<file path="src/rtl/edq_pkg.sv">
// Purpose: Shared constants for the edge delay qualifier
// Assumes: 40 MHz bus clock, one aligned word per register
// Notes: Master period is a count of bus clock cycles held in a register
`default_nettype none
package edq_pkg;
	localparam int unsigned CLK_HZ = 40_000_000;
	// Least master period in ns and its cycle count, rounded up
	localparam int unsigned MASTER_MIN_NS = 1000;
	localparam int unsigned MASTER_MIN_CYC =
		(MASTER_MIN_NS * (CLK_HZ / 1_000_000) + 999) / 1000;
	localparam int unsigned START_PERIODS = 500;
	// Register byte offsets
	localparam logic [7:0] OFS_CTRL = 8'h00;
	localparam logic [7:0] OFS_PERIOD = 8'h04;
	localparam logic [7:0] OFS_STATUS = 8'h08;
	localparam logic [7:0] OFS_CODE = 8'h0c;
	// Control fields
	localparam int unsigned CTRL_BOTH = 0;
	localparam int unsigned CTRL_CUR_OK = 1;
	localparam int unsigned CTRL_START = 2;
	localparam logic [3:0] CODE_RST = 4'h0;
	localparam logic [2:0] CTRL_RST = 3'b010;
	localparam logic [23:0] PERIOD_RST = 24'h00_0028;
	localparam int unsigned PERIOD_W = 24;
	localparam int unsigned CNT_W = 22;
	localparam int unsigned POL_BIT = 3;
	typedef enum logic [1:0] {EDQ_START, EDQ_IDLE, EDQ_TIMING}
		edq_state_type;
endpackage : edq_pkg
`default_nettype wire

</file>
<file path="src/rtl/edq_ratio.sv">
// Purpose: Map the setting code to a divider ratio exponent
// Assumes: Code is a 4-bit value
// Notes: Ratio is two to the returned exponent
`default_nettype none
module edq_ratio (
	// Setting
	input wire logic [3:0] code,
	// Ratio
	output logic [4:0] ratio_log2
);
	import edq_pkg::*;
	logic [2:0] idx;
	always_comb begin
		// Upper codes mirror the lower ones
		idx = code[POL_BIT] ? ~code[2:0] : code[2:0];
		// Ratios 1, 8, 64 ... 2097152
		ratio_log2 = 5'(3 * idx);
	end
endmodule : edq_ratio
`default_nettype wire

</file>
<file path="src/rtl/edq_master.sv">
// Purpose: Master oscillator tick generator
// Assumes: Period is a count of bus clocks, floored at the minimum
// Notes: Runs only while enabled and current is adequate
`default_nettype none
module edq_master (
	// Clock and reset
	input wire logic hclk,
	input wire logic hresetn,
	// Control
	input wire logic run,
	input wire logic [23:0] period,
	// Tick
	output logic tick
);
	import edq_pkg::*;
	logic [23:0] cnt_q;
	logic [23:0] per;
	always_comb begin
		per = (period < 24'(MASTER_MIN_CYC)) ? 24'(MASTER_MIN_CYC) : period;
	end
	always_ff @(posedge hclk or negedge hresetn) begin
		if (!hresetn) begin
			cnt_q <= 24'h00_0000;
		end else if (!run) begin
			cnt_q <= 24'h00_0000;
		end else if (cnt_q >= per - 24'h00_0001) begin
			cnt_q <= 24'h00_0000;
		end else begin
			cnt_q <= cnt_q + 24'h00_0001;
		end
	end
	// One period floor gives at least one microsecond per tick
	assign tick = run && (cnt_q >= per - 24'h00_0001);
endmodule : edq_master
`default_nettype wire

</file>
<file path="src/rtl/edq_top.sv">
// Purpose: Edge delay qualifier with AHB-Lite register access
// Assumes: Input is synchronous to hclk
// Notes: Delay is ratio times master period
`default_nettype none
// What this block does
// - A 4-bit setting code sets both divider ratio and polarity.
// - Top bit of setting code is the polarity select bit.
// - Single-edge: polarity 0 delays rising, 1 delays falling edges.
// - Both-edge: delay both edges, polarity 1 inverts output.
// - Eight ratios: 1, 8, 64, 512, 4096, 32768, 262144, 2097152.
// - Codes 0-7 ascending ratios; codes 8-15 same ratios reversed.
// - Delay equals selected ratio times master period.
// - Delayed edge starts master oscillator; output changes after duration.
// - Low programming current holds pending transition until current returns.
// - Master oscillator period is never below one microsecond.
// - Delays span one microsecond up to about 879,609 seconds (24-bit period).
// - Delayed transitions that do not persist never reach the output.
// - Single-edge: early return abandons timing; next edge restarts it.
// - Single-edge: the non-delayed transition passes at once.
// - Both-edge: short level restarts timing on next transition.
// - During start-up output is low and input ignored.
module edq_top (
	// Clock and reset
	input wire logic hclk,
	input wire logic hresetn,
	// AHB-Lite slave
	input wire logic hsel,
	input wire logic [7:0] haddr,
	input wire logic [1:0] htrans,
	input wire logic hwrite,
	input wire logic [2:0] hsize,
	input wire logic [31:0] hwdata,
	input wire logic hready,
	output logic [31:0] hrdata,
	output logic hreadyout,
	output logic hresp,
	// Signal path
	input wire logic sig_in,
	output logic sig_out
);
	import edq_pkg::*;
	////////////////////////////////////////////////////////////////////////
	logic [3:0] divide_code_q;
	logic [2:0] ctrl_q;
	logic [23:0] master_period_q;
	logic wr_pend_q;
	logic [7:0] addr_q;
	logic [31:0] rdata_q;
	edq_state_type state_q;
	logic out_q;
	logic level_q;
	logic [CNT_W-1:0] cnt_q;
	logic [9:0] start_q;
	logic polarity_select_bit;
	logic both_mode;
	logic cur_ok;
	logic [4:0] ratio_log2;
	logic [CNT_W-1:0] last_cnt;
	logic tick;
	logic run;
	logic target;
	logic delayed_edge;
	logic take;
	logic start_done;
	logic edge_seen;
	logic pulse_short;
	logic delay_done;
	assign polarity_select_bit = divide_code_q[POL_BIT];
	assign both_mode = ctrl_q[CTRL_BOTH];
	assign cur_ok = ctrl_q[CTRL_CUR_OK];
	////////////////////////////////////////////////////////////////////////
	// Bus slave
	assign take = hsel && hready && htrans[1];
	always_ff @(posedge hclk or negedge hresetn) begin
		if (!hresetn) begin
			wr_pend_q <= 1'b0;
			addr_q <= 8'h00;
		end else if (hready) begin
			wr_pend_q <= take && hwrite;
			addr_q <= haddr;
		end
	end
	always_ff @(posedge hclk or negedge hresetn) begin
		if (!hresetn) begin
			divide_code_q <= CODE_RST;
			ctrl_q <= CTRL_RST;
			master_period_q <= PERIOD_RST;
		end else if (wr_pend_q) begin
			unique case (addr_q)
				// Code steers both ratio and polarity
				OFS_CODE: divide_code_q <= hwdata[3:0];
				OFS_CTRL: ctrl_q <= hwdata[2:0];
				OFS_PERIOD: master_period_q <= hwdata[PERIOD_W-1:0];
				default: ;
			endcase
		end
	end
	always_ff @(posedge hclk or negedge hresetn) begin
		if (!hresetn) begin
			rdata_q <= 32'h0000_0000;
		end else if (take && !hwrite) begin
			unique case (haddr)
				OFS_CODE: rdata_q <= {28'h000_0000, divide_code_q};
				OFS_CTRL: rdata_q <= {29'h0000_0000, ctrl_q};
				OFS_PERIOD: rdata_q <= {8'h00, master_period_q};
				OFS_STATUS: rdata_q <= {28'h000_0000,
					state_q == EDQ_START, state_q == EDQ_TIMING,
					level_q, out_q};
				default: rdata_q <= 32'h0000_0000;
			endcase
		end
	end
	assign hrdata = rdata_q;
	assign hreadyout = 1'b1;
	assign hresp = 1'b0;
	////////////////////////////////////////////////////////////////////////
	// Ratio and master oscillator
	edq_ratio u_ratio (
		.code(divide_code_q),
		.ratio_log2(ratio_log2)
	);
	// Terminal count is ratio minus one master periods
	assign last_cnt = CNT_W'((23'h00_0001 << ratio_log2) - 23'h00_0001);
	// Oscillator runs while timing or starting, stalled by low current
	assign run = (state_q != EDQ_IDLE) && cur_ok;
	edq_master u_master (
		.hclk(hclk),
		.hresetn(hresetn),
		.run(run),
		.period(master_period_q),
		.tick(tick)
	);
	////////////////////////////////////////////////////////////////////////
	// Delay state machine
	// Output level that the input asks for
	assign target = both_mode ? (sig_in ^ polarity_select_bit) : sig_in;
	// Single-edge: only the selected edge is timed
	assign delayed_edge = both_mode ? 1'b1 :
		(target ^ polarity_select_bit);
	// Qualifying events for the state machine
	assign start_done = (state_q == EDQ_START) && !ctrl_q[CTRL_START] &&
		tick && (start_q == 10'(START_PERIODS - 1));
	assign edge_seen = (state_q == EDQ_IDLE) && (target != out_q);
	// Input went back before the delay ran out
	assign pulse_short = (state_q == EDQ_TIMING) && (target == out_q);
	assign delay_done = (state_q == EDQ_TIMING) && !pulse_short && tick &&
		(cnt_q == last_cnt);
	always_ff @(posedge hclk or negedge hresetn) begin
		if (!hresetn) begin
			level_q <= 1'h0;
		end else begin
			level_q <= sig_in;
		end
	end
	always_ff @(posedge hclk or negedge hresetn) begin
		if (!hresetn) begin
			state_q <= EDQ_START;
		end else begin
			unique case (state_q)
				EDQ_START: begin
					if (start_done) begin
						state_q <= EDQ_IDLE;
					end
				end
				EDQ_IDLE: begin
					if (edge_seen && delayed_edge) begin
						state_q <= EDQ_TIMING;
					end
				end
				EDQ_TIMING: begin
					// Pulse too short: drop it, rearm on next edge
					if (pulse_short || delay_done) begin
						state_q <= EDQ_IDLE;
					end
				end
			endcase
		end
	end
	always_ff @(posedge hclk or negedge hresetn) begin
		if (!hresetn) begin
			out_q <= 1'h0;
		end else begin
			unique case (state_q)
				EDQ_START: begin
					// Output low, input ignored until start-up ends
					out_q <= start_done ? target : 1'h0;
				end
				EDQ_IDLE: begin
					if (edge_seen && !delayed_edge) begin
						out_q <= target;
					end
				end
				EDQ_TIMING: begin
					if (delay_done) begin
						out_q <= target;
					end
				end
			endcase
		end
	end
	// Master periods counted since the timed edge
	always_ff @(posedge hclk or negedge hresetn) begin
		if (!hresetn) begin
			cnt_q <= '0;
		end else if (state_q != EDQ_TIMING) begin
			cnt_q <= '0;
		end else if (tick && !pulse_short && !delay_done) begin
			cnt_q <= cnt_q + 1'h1;
		end
	end
	// Start-up length in master periods; hold bit restarts it
	always_ff @(posedge hclk or negedge hresetn) begin
		if (!hresetn) begin
			start_q <= 10'h000;
		end else if (state_q == EDQ_START) begin
			if (ctrl_q[CTRL_START]) begin
				start_q <= 10'h000;
			end else if (tick && !start_done) begin
				start_q <= start_q + 10'h001;
			end
		end
	end
	assign sig_out = out_q;
endmodule : edq_top
`default_nettype wire

</file>
<file path="config.mk">
export PLATFORM = sky130hd
export DESIGN_NAME = edq_top
export DESIGN_NICKNAME = d
export VERILOG_FILES = /design/src/rtl/edq_pkg.sv /design/src/rtl/edq_ratio.sv /design/src/rtl/edq_master.sv /design/src/rtl/edq_top.sv
export SDC_FILE = /design/constraint.sdc
export NUM_CORES = 1
export LEC_CHECK = 0
export BUFFER_PORTS_ARGS = -buffer_cell sky130_fd_sc_hd__buf_2
export CAP_MARGIN = 20
export CORE_ASPECT_RATIO = 1.75
export CORE_MARGIN = 1
export CORE_UTILIZATION = 50
export DETAILED_ROUTE_END_ITERATION = 12
export PLACE_DENSITY = 0.72
export REMOVE_ABC_BUFFERS = 1
export SLEW_MARGIN = 10
export SYNTH_ARGS = -nofsm -noshare
export SYNTH_HDL_FRONTEND = slang
export SYNTH_HIERARCHICAL = 1
export SYNTH_SLANG_ARGS = --single-unit
</file>
<file path="constraint.sdc">
create_clock -name hclk -period 5.15 [get_ports hclk]
set_input_delay 0.515 -clock hclk [delete_from_list [all_inputs] [get_ports hclk]]
set_output_delay 0.515 -clock hclk [all_outputs]
set_load 0.02 [all_outputs]
</file>
# Word-level counts from Yosys, hierarchy flattened
# Cells that the tools add are included.
# op_classes
addsub	5
n_bitwise	3
n_eq_ne	18
n_mul	1
n_lt_le_gt_ge	2
muxes	19
n_reduce_logical	37
n_shift	1
# ops
operator	n
one-hot mux 24 bit (4 select lines)	1
two-way mux 24 bit	3
two-way mux 22 bit	2
adder 24 x 1 -> 24 bit, second input constant	1
equality test 8 x 4 -> 1 bit, second input constant	3
>= comparator 24 bit	1
less-than comparator 24 x 6 -> 1 bit, second input constant	1
subtractor 24 x 1 -> 24 bit, second input constant	1
adder 22 x 1 -> 22 bit, second input constant	1
equality test 22 bit	1
left shift 1 x 5 -> 22 bit, first input constant	1
subtractor 22 x 1 -> 22 bit, second input constant	1
two-way mux 10 bit	2
logical AND 1 bit	19
equality test 8 x 3 -> 1 bit, second input constant	2
logical NOT 8 bit	2
adder 10 x 1 -> 10 bit, second input constant	1
equality test 10 x 9 -> 1 bit, second input constant	1
AND reduction 2 bit	5
inequality test 2 x 1 -> 1 bit, second input constant	4
logical NOT 1 bit	6
two-way mux 2 bit	3
inequality test 2 bit, second input constant	3
one-hot mux 2 bit (3 select lines)	1
14 further kinds	20
# totals
register_bits	132
output_inout_bits	35
in_bits	51
word_cells	98

# Logic depth before layout (Yosys ltp)
# Gate-level depths: netlist of the first run.
# logic_depth
depth_word	12
mapped_depth	22
mapped_depth_nobuf	21

# Hierarchy
# The synthesis of the first run kept the hierarchy.
# by_module_without_submodules
module	area_per_inst_um2	cells_each	seq_area_each_um2	instances
edq_top	5541.6	536	2506.2	1
edq_master	2179.6	249	600.6	1
edq_ratio	135.1	11	0.0	1

# Least setup slack after synthesis of the first run
# No wires, ideal clock.
# synth_timing
kind	register to register
start	register master_period_q[14]
end	register cnt_q[21] (netlist name)
required_ps	5071
setup_ps	79
period_less_slack_ps	5441
t_arrival_ps	5362
slack_ps	-291
n_path_buf	1
path_stages_with_launch	22
path_cell_list	dfrtp_1 -> or4_1 -> nor4_4 -> nand3_1 -> nand2_1 -> ha_1 -> nand3_1 -> nor4_4 -> nand3_1 -> xor2_1 -> ha_1 -> nand4_1 -> nor3_1 -> or3b_2 -> nand2_1 -> o21a_1 -> nand2_1 -> or3_1 -> clkbuf_1 -> or4_1 -> nor2_1 -> mux2i_1
# synth_rtl
item	line	source
start, declared	edq_top.sv:45	logic [23:0] master_period_q;
start signal, assigned	edq_top.sv:93	OFS_PERIOD: master_period_q <= hwdata[PERIOD_W-1:0];

==> metrics.csv, run 1 <==
stage;metric;value;unit
yosys;ys_types;81;
yosys;yosys.area.top_type;dfrtp_1;
floorplan;ios;86;
clocking;cts-root-buf;clkbuf_16;
clocking;numCtsBuffers;17;
placed_design;io_buffers;63;
setup_path;startpoint_type;flop;
min_path;hp-class;input port to flop;
grt;gr-usage-all-layers;25.6;%
grt;grt_pass1_wl;32.8;mm
timing;skew;0.00995;ns
setup_path;crit_buf_inv;0;
timing;setup_violations;22;
floorplan;start_util;51.0;%
timing;worst_slack;-0.171;ns
floorplan;rows;60;
setup_path;cp_top_family;simple AND/OR/NAND/NOR gates;
cells_and_area;n_fill_cell;1301;
grt;met2_usage;49.2;%
cells_and_area;seqCellArea;3110;sq um
yosys;synthXorXnorAreaFrac;7.80;%
floorplan;coreArea;15400;sq um
grt;antenna_found_initial;1;
grt;top_usage_layer;met2;
yosys;synth_cells;796;
routing;finalWirelength;20.8;mm
yosys;synth.area.top_cells;dfrtp_1, mux2_2, ha_1;
routing;postRouteAntennaNets;0;
grt;grt_max_degree;79;
timing;tightest_slew;1.06;ns
yosys;ys_ff_latch;124;
timing;period_needed;5.32;ns
yosys;synth_top_family_by_area;simple AND/OR/NAND/NOR gates;
cells_and_area;layout_common_cells;dfrtp_1, buf_2, buf_4, nand2_1, nor3_1;
power_and_ir_drop;powerDensity;310;nW/um^2
yosys;yosysWarnings;6;
placed_design;hpwl;14.7;mm
cells_and_area;final_common_cell;dfrtp_1;
routing;drt_iter0_drc;244;
grt;grt_pass1_vias;6610;
cells_and_area;area_growth;20.0;%
cells_and_area;post_route_cells_drive_above_1_share;26.9;%
placed_design;dp_slack;-0.316;ns
grt;grt_overflow_total;0;
yosys;async_reset_ff_share;100;%
setup_path;cp_data_arrival_time;5.67;ns
timing;fin_setup_tns;-1.19;ns
clocking;clock_latency;0.42;ns
cells_and_area;nNetsFinal;990;
routing;viasPerCell;6.04;
run;cap_viol_max_count;0;
timing;fmax;0.188;GHz
floorplan;die_h;168;microns
routing;route.detailed.drc;0;
setup_path;cp-end-kind;flop;
setup_path;cpPeakStageDelay;0.55;ns
cells_and_area;n_antenna_cell;0;
cells_and_area;multi_input_area;4600;sq um
setup_path;path_max_fanout;4;
yosys;synth.avg_cell_area;9.87;sq um
yosys;synth-simple-area-share;22.1;%
routing;firstDrtPassIters;6;
yosys;synth-seq-area-share;39.5;%
setup_path;crit_slowest_cell;or4_4;
timing;slew_headroom;28.5;%
clocking;cts_buffer_depth;2;
power_and_ir_drop;ir_drop;0.173;mV
setup_path;worst_ep_required_time;5.50;ns
yosys;synthMuxAreaShare;7.82;%
outcome;violations;setup timing;
yosys;synth_edf_count;0;
yosys;synthAdderAreaFrac;5.83;%
power_and_ir_drop;power_leakage;4.08;nW
floorplan;dieArea;16200;sq um
grt;grt.met3_usage;5.06;%
yosys;synth_compound_area_share;12.9;%
outcome;status;finished, violations left;
timing;final-hold-violation-count;0;
clocking;cts.clk_slew.worst_paths;0.06;ns
timing;slew_violations;0;
clocking;clock-sinks;124;
clocking;cts_tree;yes;
routing;post_drt_wl_per_cell;18.8;microns
timing;fin_crit_sh;103;%
clocking;cts.htree.levels;4;
routing;vias;6654;
timing;rsz0062_at_grt;yes;
floorplan;die_w;96.8;microns
setup_path;worstPathCellList;or4_4 -> nor4_4 -> nand3_2 -> nand2_2 -> ha_4 -> nand3_4 -> nor4_4 -> nand3_1 -> xor2_1 -> ha_1 -> nand4_1 -> nor3_2 -> or3b_4 -> nand2_2 -> o21a_4 -> nand2_4 -> or3_4 -> or4_4 -> nor2_4 -> mux2i_1;
grt;grt_use_met1;25.9;%
yosys;synth_area;7860;sq um
yosys;synth_top_cell_area_share;38.5;%
placed_design;finalWeightedCongestion;0.893;
setup_path;critPathKind;flop to flop;
yosys;synth_ff_type;dfrtp_1;
==> power breakdown <==
part | internal, W | switching (W) | leakage (nW) | total (W)
Sequential | 0.00102 | 0.0000444 | 1.63 | 0.00106
Clock | 0.000685 | 0.000491 | 0.267 | 0.00118
Combinational | 0.000286 | 0.000403 | 2.19 | 0.000689
==> state kept, by name (all words and copies together) (netlist names) <==
register	count
master_period_q	24
state_q	2
level_q	1
u_master/cnt_q	24
start_q	10
wr_pend_q	1
sig_out	1
divide_code_q	4
ctrl_q	3
hrdata	24
addr_q	8
cnt_q	22
==> through the flow <==
stage / hold slack (ns) / instance area (sq um) / cells / util, % / power (W)
final: 0.316 / 9420 / 1102 / 61.2 / 0.00293
after CTS: 0.303 / 9290 / 1098 / 60.3 / 0.00293
after floorplan: 0.219 / 7650 / 756 / - / 0.00151
after detailed placement: 0.475 / 8640 / 1063 / 56.1 / 0.00174
after global placement: 0.467 / 8640 / 1063 / 56.1 / 0.00173
after global routing: 0.307 / 9420 / 1102 / 61.2 / 0.00304
==> what timing repair did <==
item | 4_1_cts | 5_1_grt
endpoints found under the setup margin | 31 | 29
pin swaps | 11 | 15
endpoints found under the hold margin | 0 | 16
resized for setup | 11 | 20
buffers inserted | 3 | 2
gates cloned | 0 | 0
hold buffers | 0 | 1
==> final cells by class <==
| cell class | instances | share of cell area, % |
|---|---|---|
| multi-input combinational | 613 | 48.9 |
| sequential | 124 | 33.0 |
| timing repair buffer | 128 | 8.87 |
| clock buffer | 18 | 4.66 |
| tap | 186 | 2.47 |
| clock inverter | 14 | 1.42 |
| inverter | 19 | 0.757 |
==> synth_stat cells (all sizes together) (3+ instances only) <==
cell type  number
or3b            4
o31ai          10
a211oi          3
a222oi          4
clkbuf         28
nand3          28
and2            5
nand2          62
buf            20
o21ai          25
mux2i          13
or4            15
inv            19
a21o            6
dfstp           3
xnor2          26
and4b           3
nor2b           8
xor2           36
ha             35
or3            13
a31oi           3
and3           10
o21a            6
a21boi          9
nand4b          3
nor4b           3
a21oi          20
o211ai          5
o2bb2ai         3
nand2b         14
nand3b          5
a22o           22
dfrtp         121
or2             5
nor3           47
nor2           39
o22ai           4
nor4           17
mux2           43
nand4          18
==> final timing paths <==
path	slack [ns]	cells past startpoint	endpoint	from
min in group asynchronous	0.51	2	cnt_q[6]	hresetn
max in group asynchronous	3.38	4	u_master/cnt_q[15]	hresetn
hold / removal	0.32	1	level_q	sig_in
setup reg to reg	-0.17	20	cnt_q[21]	master_period_q[23]
setup / recovery	-0.17	20	cnt_q[21]	master_period_q[23]
hold reg to reg	0.48	2	hrdata[2]	hrdata[2]
==> routing by layer <==
layer / wire length [microns] / vias up
met4: 728 / 2
met1: 7500 / 3329
met2: 11800 / 151
li1: - / 3128
met3: 734 / 44
met5: 10 / -
==> logic make-up (layout without fill, tap and decap cells) <==
| family | count (synthesis) | after routing |
|---|---|---|
| and+or+nand+nor | 307 | 307 |
| AOI/OAI and AO/OA | 139 | 139 |
| DFF | 124 | 124 |
| buffers and inverters | 67 | 179 |
| xor gates and xnor gates | 65 | 65 |
| muxes | 56 | 56 |
| adders and majority gates | 36 | 36 |
| other | 2 | 10 |
Power figures use the tool's default switching activity.
==> run 2, diff against run 1 <==
Settings changed: CAP_MARGIN 20 to not set, PLACE_DENSITY 0.72 to 0.7.
Clock period 5.15 ns to 6.2 ns, I/O delays scaled along.
==> run 2 against run 1 <==
The run now ends clean. Critical endpoint unchanged. Sequential share of layout area is 1.6 points higher. Final area is 4.6% lower. Combinational power is 25% lower. First-iteration DRC count is 8.6% higher. Largest power group unchanged. Critical path type unchanged.
==> metrics.csv, run 2 (same netlist as run 1, synthesis figures left out) <==
stage;metric;value;unit;change
outcome;status;finished clean;;was finished, violations left
power_and_ir_drop;cell_internal_pwr;0.00168;W;was 0.00199 W
setup_path;ff2ff_path_depth;21;;was 20
floorplan;die_w;96.8;microns;unchanged
timing;rsz0062_at_grt;no;;was yes
grt;grt_pass1_vias;6302;;was 6610
floorplan;die_h;168;microns;unchanged
cells_and_area;n_fill_cell;1339;;was 1301
setup_path;startpoint_type;flop;;unchanged
setup_path;worst_ep_required_time;6.55;ns;was 5.50 ns
cells_and_area;multi_input_area;4480;sq um;was 4600 sq um
clocking;cts.htree.levels;4;;unchanged
power_and_ir_drop;power_leakage;3.90;nW;was 4.08 nW
timing;fin_crit_sh;95.7;%;was 103%
cells_and_area;area_growth;14.5;%;was 20.0%
grt;grt_pass1_wl;30.8;mm;was 32.8 mm
cells_and_area;nNetsFinal;948;;was 990
power_and_ir_drop;p_sw_share;31.2;%;was 32.1%
floorplan;ios;86;;unchanged
routing;route.detailed.drc;0;;unchanged
setup_path;critPathKind;flop to flop;;unchanged
timing;slew_headroom;22.6;%;was 28.5%
placed_design;hpwl;13.6;mm;was 14.7 mm
routing;finalWirelength;18.6;mm;was 20.8 mm
clocking;cts_tree;yes;;unchanged
power_and_ir_drop;pwr-share-comb;21.4;%;was 23.5%
setup_path;r2r_end;cnt_q[21];;unchanged
setup_path;cp-startpoint;master_period_q[17];;was master_period_q[23]
setup_path;ff2ff_setup_slack;0.27;ns;was -0.17 ns
timing;slew_violations;0;;unchanged
routing;firstDrtPassIters;4;;was 6
routing;viasPerCell;5.90;;was 6.04
routing;drt_iter0_drc;265;;was 244
power_and_ir_drop;clockPowerShare;42.3;%;was 40.2%
clocking;cts_buffer_depth;2;;unchanged
run;cap_viol_max_count;0;;unchanged
cells_and_area;layout_common_cells;dfrtp_1, buf_2, nand2_1, nor3_1, mux2_2;;was dfrtp_1, buf_2, buf_4, nand2_1, nor3_1
timing;setup_violations;0;;was 22
grt;gr-usage-all-layers;23.7;%;was 25.6%
timing;period_needed;5.93;ns;was 5.32 ns
cells_and_area;final_common_cell;dfrtp_1;;unchanged
timing;fmax;0.169;GHz;was 0.188 GHz
timing;skew;0.0136;ns;was 0.00995 ns
power_and_ir_drop;p_seq_share;36.4;%;was 36.3%
placed_design;finalWeightedCongestion;0.887;;was 0.893
clocking;numCtsBuffers;17;;unchanged
cells_and_area;seqCellArea;3110;sq um;unchanged
setup_path;cp_data_arrival_time;6.28;ns;was 5.67 ns
routing;postRouteAntennaNets;0;;unchanged
setup_path;reg2reg_from;master_period_q[17];;was master_period_q[23]
timing;fin_setup_tns;0;ns;was -1.19 ns
floorplan;start_util;51.0;%;unchanged
grt;grt_overflow_total;0;;unchanged
clocking;clock_latency;0.42;ns;about the same
floorplan;rows;60;;unchanged
timing;final-hold-violation-count;0;;unchanged
clocking;cts-root-buf;clkbuf_16;;unchanged
clocking;cts.clk_slew.worst_paths;0.07;ns;was 0.06 ns
setup_path;path_max_fanout;5;;was 4
placed_design;dpl_cell_area;8370;sq um;was 8640 sq um
cells_and_area;post_route_cells_drive_above_1_share;21.2;%;was 26.9%
grt;grt_max_degree;71;;was 79
floorplan;dieArea;16200;sq um;unchanged
power_and_ir_drop;ir_drop;0.152;mV;was 0.173 mV
routing;vias;6253;;was 6654
clocking;clock-sinks;124;;unchanged
power_and_ir_drop;power_switching;0.000761;W;was 0.000938 W
timing;holdWs;0.292;ns;was 0.316 ns
setup_path;cp-end-kind;flop;;unchanged
floorplan;coreArea;15400;sq um;unchanged
clocking;ctsHoldBuffers;0;;unchanged
grt;antenna_found_initial;0;;was 1
power_and_ir_drop;powerDensity;271;nW/um^2;was 310 nW/um^2
cells_and_area;design_area;8990;sq um;was 9420 sq um
cells_and_area;n_antenna_cell;0;;unchanged
routing;post_drt_wl_per_cell;17.5;microns;was 18.8 microns
placed_design;io_buffers;63;;unchanged
timing;tightest_slew;1.15;ns;was 1.06 ns
min_path;hp-class;input port to asynchronous set/reset pin;;was input port to flop
[run 2: cell types whose count changed in the layout (fill, tap and decap cells not counted), moves of 2 or more]
| cell | delta |
|---|---|
| a21oi_1 | +2 |
| a21oi_2 | -2 |
| buf_4 | -38 |
| buf_6 | -2 |
| clkinvlp_4 | -4 |
| inv_8 | +3 |
| nand2_1 | +5 |
| nand2_2 | -4 |
| nand3_1 | +2 |
| nor4_1 | +3 |
| nor4_2 | -2 |
| or4_1 | +2 |
| or4_4 | -2 |
[run 2: per-stage QoR]
stage / setup WS, ns / cells / power, W / util [%]
final: 0.267 / 1060 / 0.00244 / 58.4
after global routing: 0.0149 / 1060 / 0.00255 / 58.4
after CTS: 0.111 / 1059 / 0.00245 / 58.3
after detailed placement: 0.187 / 1027 / 0.00141 / 54.4
after global placement: 0.288 / 1027 / 0.00141 / 54.4
after floorplan: 0.630 / 756 / 0.00125 / -
[run 2: what timing repair did]
action / 4_1_cts / 5_1_grt
setup buffers: 0 / 1
endpoints found under the setup margin: 0 / 13
resized for setup: 0 / 1
[run 2: worst max path at each step]
stage | end | slack, ns | cells past startpoint
final | cnt_q[21] | 0.27 | 21
after global routing | cnt_q[21] | 0.01 | 21
after CTS | cnt_q[21] | 0.11 | 21
after detailed placement | cnt_q[21] | 0.19 | 21
after global placement | cnt_q[21] | 0.29 | 21
after floorplan | cnt_q[21] | 0.63 | 20
[run 2: critical path: stages, from the launching register on]
cell and delay (ns):
dfrtp_1 0.42, or3_1 0.48, nor4_4 0.39, nand3_1 0.24, nand2_1 0.16, ha_1 0.24, nand3_1 0.19, nor4_4 0.34
nand3_1 0.18, xor2_1 0.18, ha_1 0.29, nand4_1 0.14, nor3_1 0.33, buf_4 0.18, or3b_2 0.46, nand2_1 0.08
o21a_1 0.19, nand2_1 0.11, or3_1 0.45, or4_1 0.49, nor2_1 0.13, mux2i_1 0.20
[run 2: cell type report]
type                       instances  area share, %
timing repair buffer              86           5.45
tap                              186           2.59
clock buffer                      18           4.88
inverter                          19          0.793
multi-input combinational        613           49.8
sequential                       124           34.5
clock inverter                    14           1.91
[run 2: layer usage]
metal / part of all wire, % / vias up / global-route usage (%)
li1: - / 3040 / -
met1: 37 / 3026 / 24.3
met2: 55 / 132 / 44.4
met3: 3.1 / 55 / 4.82
met4: 5.2 / 0 / 12.8
met5: 0 / - / 0
[run 2: power by group through the flow]
| stage | clock [W] | sequential [W] | combinational, W |
|---|---|---|---|
| after floorplan | 0 | 0.000893 | 0.000362 |
| after global placement | 0 | 0.000899 | 0.000508 |
| after detailed placement | 0 | 0.000901 | 0.000514 |
| after CTS | 0.00105 | 0.000886 | 0.000520 |
| after global routing | 0.00108 | 0.000891 | 0.000576 |
| final | 0.00103 | 0.000886 | 0.000520 |
==> run 3, diff against run 2 <==
Settings changed: SYNTH_HIERARCHICAL 1 to not set.
Clock period 6.2 ns to 6.85 ns, I/O delays scaled along.
==> run 3 against run 2 <==
Via count increased by 0.42%. Highest routed layer unchanged. Sequential cell count unchanged. Synthesized area decreased by 2.1%. Largest power group unchanged. Critical path depth decreased by 3. Sequential power decreased by 8.9%. Register-to-register slack improved by 0.28 ns. Synthesized cell count increased by 5.2%. Non-clock buffer count decreased by 18. Die area decreased by 2.1%.
==> metrics.csv, run 3 <==
stage;metric;value;unit;change
setup_path;cp-startpoint;master_period_q[14];;was master_period_q[17]
yosys;synth_edf_count;0;;unchanged
power_and_ir_drop;power_leakage;3.63;nW;was 3.90 nW
yosys;synth.avg_cell_area;9.19;sq um;was 9.87 sq um
floorplan;dieArea;15900;sq um;was 16200 sq um
power_and_ir_drop;cell_internal_pwr;0.00140;W;was 0.00168 W
setup_path;cpPeakStageDelay;0.60;ns;was 0.49 ns
timing;fmax;0.159;GHz;was 0.169 GHz
timing;setup_violations;0;;unchanged
timing;fin_crit_sh;92.0;%;was 95.7%
setup_path;cp-end-kind;flop;;unchanged
setup_path;worstPathCellList;or4_4 -> or4_4 -> or4_4 -> nand2_1 -> ha_1 -> nor2b_1 -> nand4_4 -> or2_4 -> nor4_1 -> xnor2_1 -> ha_1 -> nand4_1 -> nor4_1 -> o211ai_1 -> a31oi_1 -> nand3_1 -> or4_1 -> a21oi_1;;was or3_1 -> nor4_4 -> nand3_1 -> nand2_1 -> ha_1 -> nand3_1 -> nor4_4 -> nand3_1 -> xor2_1 -> ha_1 -> nand4_1 -> nor3_1 -> buf_4 -> or3b_2 -> nand2_1 -> o21a_1 -> nand2_1 -> or3_1 -> or4_1 -> nor2_1 -> mux2i_1
yosys;synth_cells;837;;was 796
setup_path;path_max_fanout;12;;was 5
grt;grt_pass1_vias;6033;;was 6302
outcome;status;finished clean;;unchanged
clocking;cts.htree.levels;4;;unchanged
clocking;numCtsBuffers;17;;unchanged
power_and_ir_drop;powerDensity;233;nW/um^2;was 271 nW/um^2
setup_path;crit_buf_inv;0;;was 1
clocking;cts_tree;yes;;unchanged
power_and_ir_drop;ir_drop;0.162;mV;was 0.152 mV
floorplan;start_util;51.6;%;was 51.0%
cells_and_area;n_antenna_cell;0;;unchanged
run;cap_viol_max_count;0;;unchanged
grt;grt_pass1_wl;29.3;mm;was 30.8 mm
timing;tightest_slew;1.08;ns;was 1.15 ns
cells_and_area;nNetsFinal;966;;was 948
floorplan;die_w;95.7;microns;was 96.8 microns
setup_path;critPathKind;flop to flop;;unchanged
grt;antenna_found_initial;0;;unchanged
clocking;ctsHoldBuffers;0;;unchanged
setup_path;startpoint_type;flop;;unchanged
grt;grt_overflow_total;0;;unchanged
cells_and_area;post_route_cells_drive_above_1_share;17.9;%;was 21.2%
timing;fin_setup_tns;0;ns;unchanged
routing;viasPerCell;5.82;;was 5.90
placed_design;finalWeightedCongestion;0.859;;was 0.887
timing;period_needed;6.30;ns;was 5.93 ns
setup_path;cpMostUsedCell;or4_4;;
timing;slew_headroom;27.8;%;was 22.6%
routing;post_drt_wl_per_cell;16.9;microns;was 17.5 microns
setup_path;ff2ff_path_depth;18;;was 21
clocking;cts_resized;0;;unchanged
yosys;ys_top_cells_by_count;dfrtp_1, nand2_1, nor2_1;;was dfrtp_1, nand2_1, nor3_1
yosys;yosysMostFrequentCell;dfrtp_1;;unchanged
routing;vias;6279;;was 6253
clocking;postCtsSetupBuffers;0;;unchanged
placed_design;hpwl;13.3;mm;was 13.6 mm
routing;firstDrtPassIters;6;;was 4
routing;drt_iter0_drc;212;;was 265
placed_design;dp_slack;0.661;ns;was 0.187 ns
yosys;yosysWarnings;0;;was 6
setup_path;ff2ff_setup_slack;0.55;ns;was 0.27 ns
yosys;yosys.area.top_type;dfrtp_1;;unchanged
setup_path;cp_data_arrival_time;6.65;ns;was 6.28 ns
grt;gr-usage-all-layers;24.1;%;was 23.7%
cells_and_area;final_core_util;57.9;%;was 58.4%
power_and_ir_drop;p_sw_share;30.4;%;was 31.2%
clocking;cts-root-buf;clkbuf_16;;unchanged
yosys;ys_types;62;;was 81
setup_path;r2r_end;cnt_q[13];;was cnt_q[21]
yosys;ys_ff_latch;124;;unchanged
timing;worst_slack;0.546;ns;was 0.267 ns
timing;slew_violations;0;;unchanged
yosys;synth_ff_type;dfrtp_1;;unchanged
floorplan;rows;59;;was 60
clocking;clock-sinks;124;;unchanged
routing;finalWirelength;18.2;mm;was 18.6 mm
setup_path;worst_ep_required_time;7.19;ns;was 6.55 ns
setup_path;crit_slowest_cell;or4_1;;unchanged
cells_and_area;layout_common_cells;dfrtp_1, nand2_1, buf_2, nor2_1, o21ai_0;;was dfrtp_1, buf_2, nand2_1, nor3_1, mux2_2
setup_path;cp.depth;18;;was 21
floorplan;coreArea;14900;sq um;was 15400 sq um
cells_and_area;n_fill_cell;1348;;was 1339
power_and_ir_drop;pwr-share-comb;14.5;%;was 21.4%
yosys;async_reset_ff_share;100;%;unchanged
setup_path;critical_path.endpoint;cnt_q[13];;was cnt_q[21]
grt;grt_max_degree;77;;was 71
clocking;cts.clk_slew.worst_paths;0.07;ns;about the same
clocking;clock_latency;0.42;ns;about the same
timing;rsz0062_at_grt;no;;unchanged
routing;postRouteAntennaNets;0;;unchanged
clocking;cts_buffer_depth;2;;unchanged
routing;route.detailed.drc;0;;unchanged
timing;final-hold-violation-count;0;;unchanged
min_path;hp-class;input port to asynchronous set/reset pin;;unchanged
yosys;synth-seq-area-share;40.4;%;was 39.5%
setup_path;cp_top_family;simple AND/OR/NAND/NOR gates;;unchanged
floorplan;ios;86;;unchanged
cells_and_area;area_growth;12.3;%;was 14.5%
setup_path;reg2reg_from;master_period_q[14];;was master_period_q[17]
yosys;synth_top_cell_area_share;39.4;%;was 38.5%
timing;skew;0.0211;ns;was 0.0136 ns
yosys;synth_area;7690;sq um;was 7860 sq um
yosys;synth.area.top_cells;dfrtp_1, mux2_2, nand2_1;;was dfrtp_1, mux2_2, ha_1
power_and_ir_drop;power_switching;0.000610;W;was 0.000761 W
cells_and_area;final_common_cell;dfrtp_1;;unchanged
floorplan;die_h;166;microns;was 168 microns
power_and_ir_drop;p_seq_share;40.2;%;was 36.4%
power_and_ir_drop;clockPowerShare;45.3;%;was 42.3%
placed_design;io_buffers;63;;unchanged
-- run 3: cell count changes after synthesis, sizes merged, moves of 11 or more --
cell / change
nand2: +50
nor2: +13
o21ai: +26
nor3: -18
a22o: -21
inv: +11
-- run 3: cells by family (layout without fill, tap and decap cells) --
logic type / count (synthesis) / count (layout) / share of synthesized area (%)
AOI/OAI and AO/OA: 140 / 140 / 11.4
xor gates and xnor gates: 48 / 48 / 5.65
adders and majority gates: 33 / 33 / 5.37
buffers and inverters: 80 / 130 / 4.93
DFF: 124 / 124 / 40.4
muxes: 61 / 61 / 8.67
other: 2 / 10 / 0.0977
and+or+nand+nor: 349 / 349 / 23.5
-- run 3: metal layers --
layer / wire [microns] / part of all wire [%] / global-route usage, % / up-vias
met5: 0 / 0 / 0 / -
met4: 460 / 2.5 / 10.2 / 0
met3: 552 / 3.0 / 4.67 / 27
met2: 10200 / 56 / 45.5 / 111
met1: 6960 / 38 / 24.7 / 3063
li1: - / - / - / 3078
-- run 3: final cells by class --
| cell class | count | area, sq um | area share [%] |
|---|---|---|---|
| Multi-Input combinational cell | 641 | 4230 | 49.0 |
| Sequential cell | 124 | 3110 | 36.0 |
| Clock buffer | 17 | 425 | 4.93 |
| Timing Repair Buffer | 68 | 355 | 4.12 |
| Tap cell | 183 | 229 | 2.65 |
| Clock inverter | 15 | 171 | 1.99 |
| Inverter | 30 | 113 | 1.30 |
-- run 3: worst register-to-register path, delay by kind of cell (launching register included) --
family	cells	cell delay [ns]
xor gates and xnor gates	1	0.12
DFF	1	0.48
adders and majority gates	2	0.45
and+or+nand+nor	12	4.32
AOI/OAI and AO/OA	3	0.87
-- run 3: worst min path at each step --
| stage | startpoint | end | slack [ns] | cells past startpoint |
|---|---|---|---|---|
| global route | hresetn | u_master.cnt_q[19] | 0.31 | 1 |
| finish | hresetn | u_master.cnt_q[19] | 0.27 | 1 |
| floorplan | hresetn | addr_q[0] | 0.39 | 0 |
| global placement | hrdata[17] | hrdata[17] | 0.46 | 2 |
| CTS | hresetn | u_master.cnt_q[19] | 0.28 | 1 |
| detailed placement | hrdata[15] | hrdata[15] | 0.47 | 2 |
-- run 3: power by group through the flow --
stage	combinational [W]	sequential, W	clock [W]
floorplan	0.000202	0.000809	0
global placement	0.000289	0.000820	0
detailed placement	0.000295	0.000820	0
CTS	0.000296	0.000807	0.000927
global route	0.000331	0.000811	0.000961
finish	0.000292	0.000807	0.000910
-- run 3: through the flow --
| stage | hold slack (ns) | instance area (sq um) | instances | power, W |
|---|---|---|---|---|
| 6_report | 0.269 | 8630 | 1078 | 0.00201 |
| 5_1_grt | 0.308 | 8630 | 1078 | 0.00210 |
| 4_1_cts | 0.284 | 8630 | 1078 | 0.00203 |
| 3_5_place_dp | 0.467 | 8040 | 1046 | 0.00111 |
| 3_3_place_gp | 0.458 | 8040 | 1046 | 0.00111 |
| 2_1_floorplan | 0.389 | 7450 | 795 | 0.00101 |
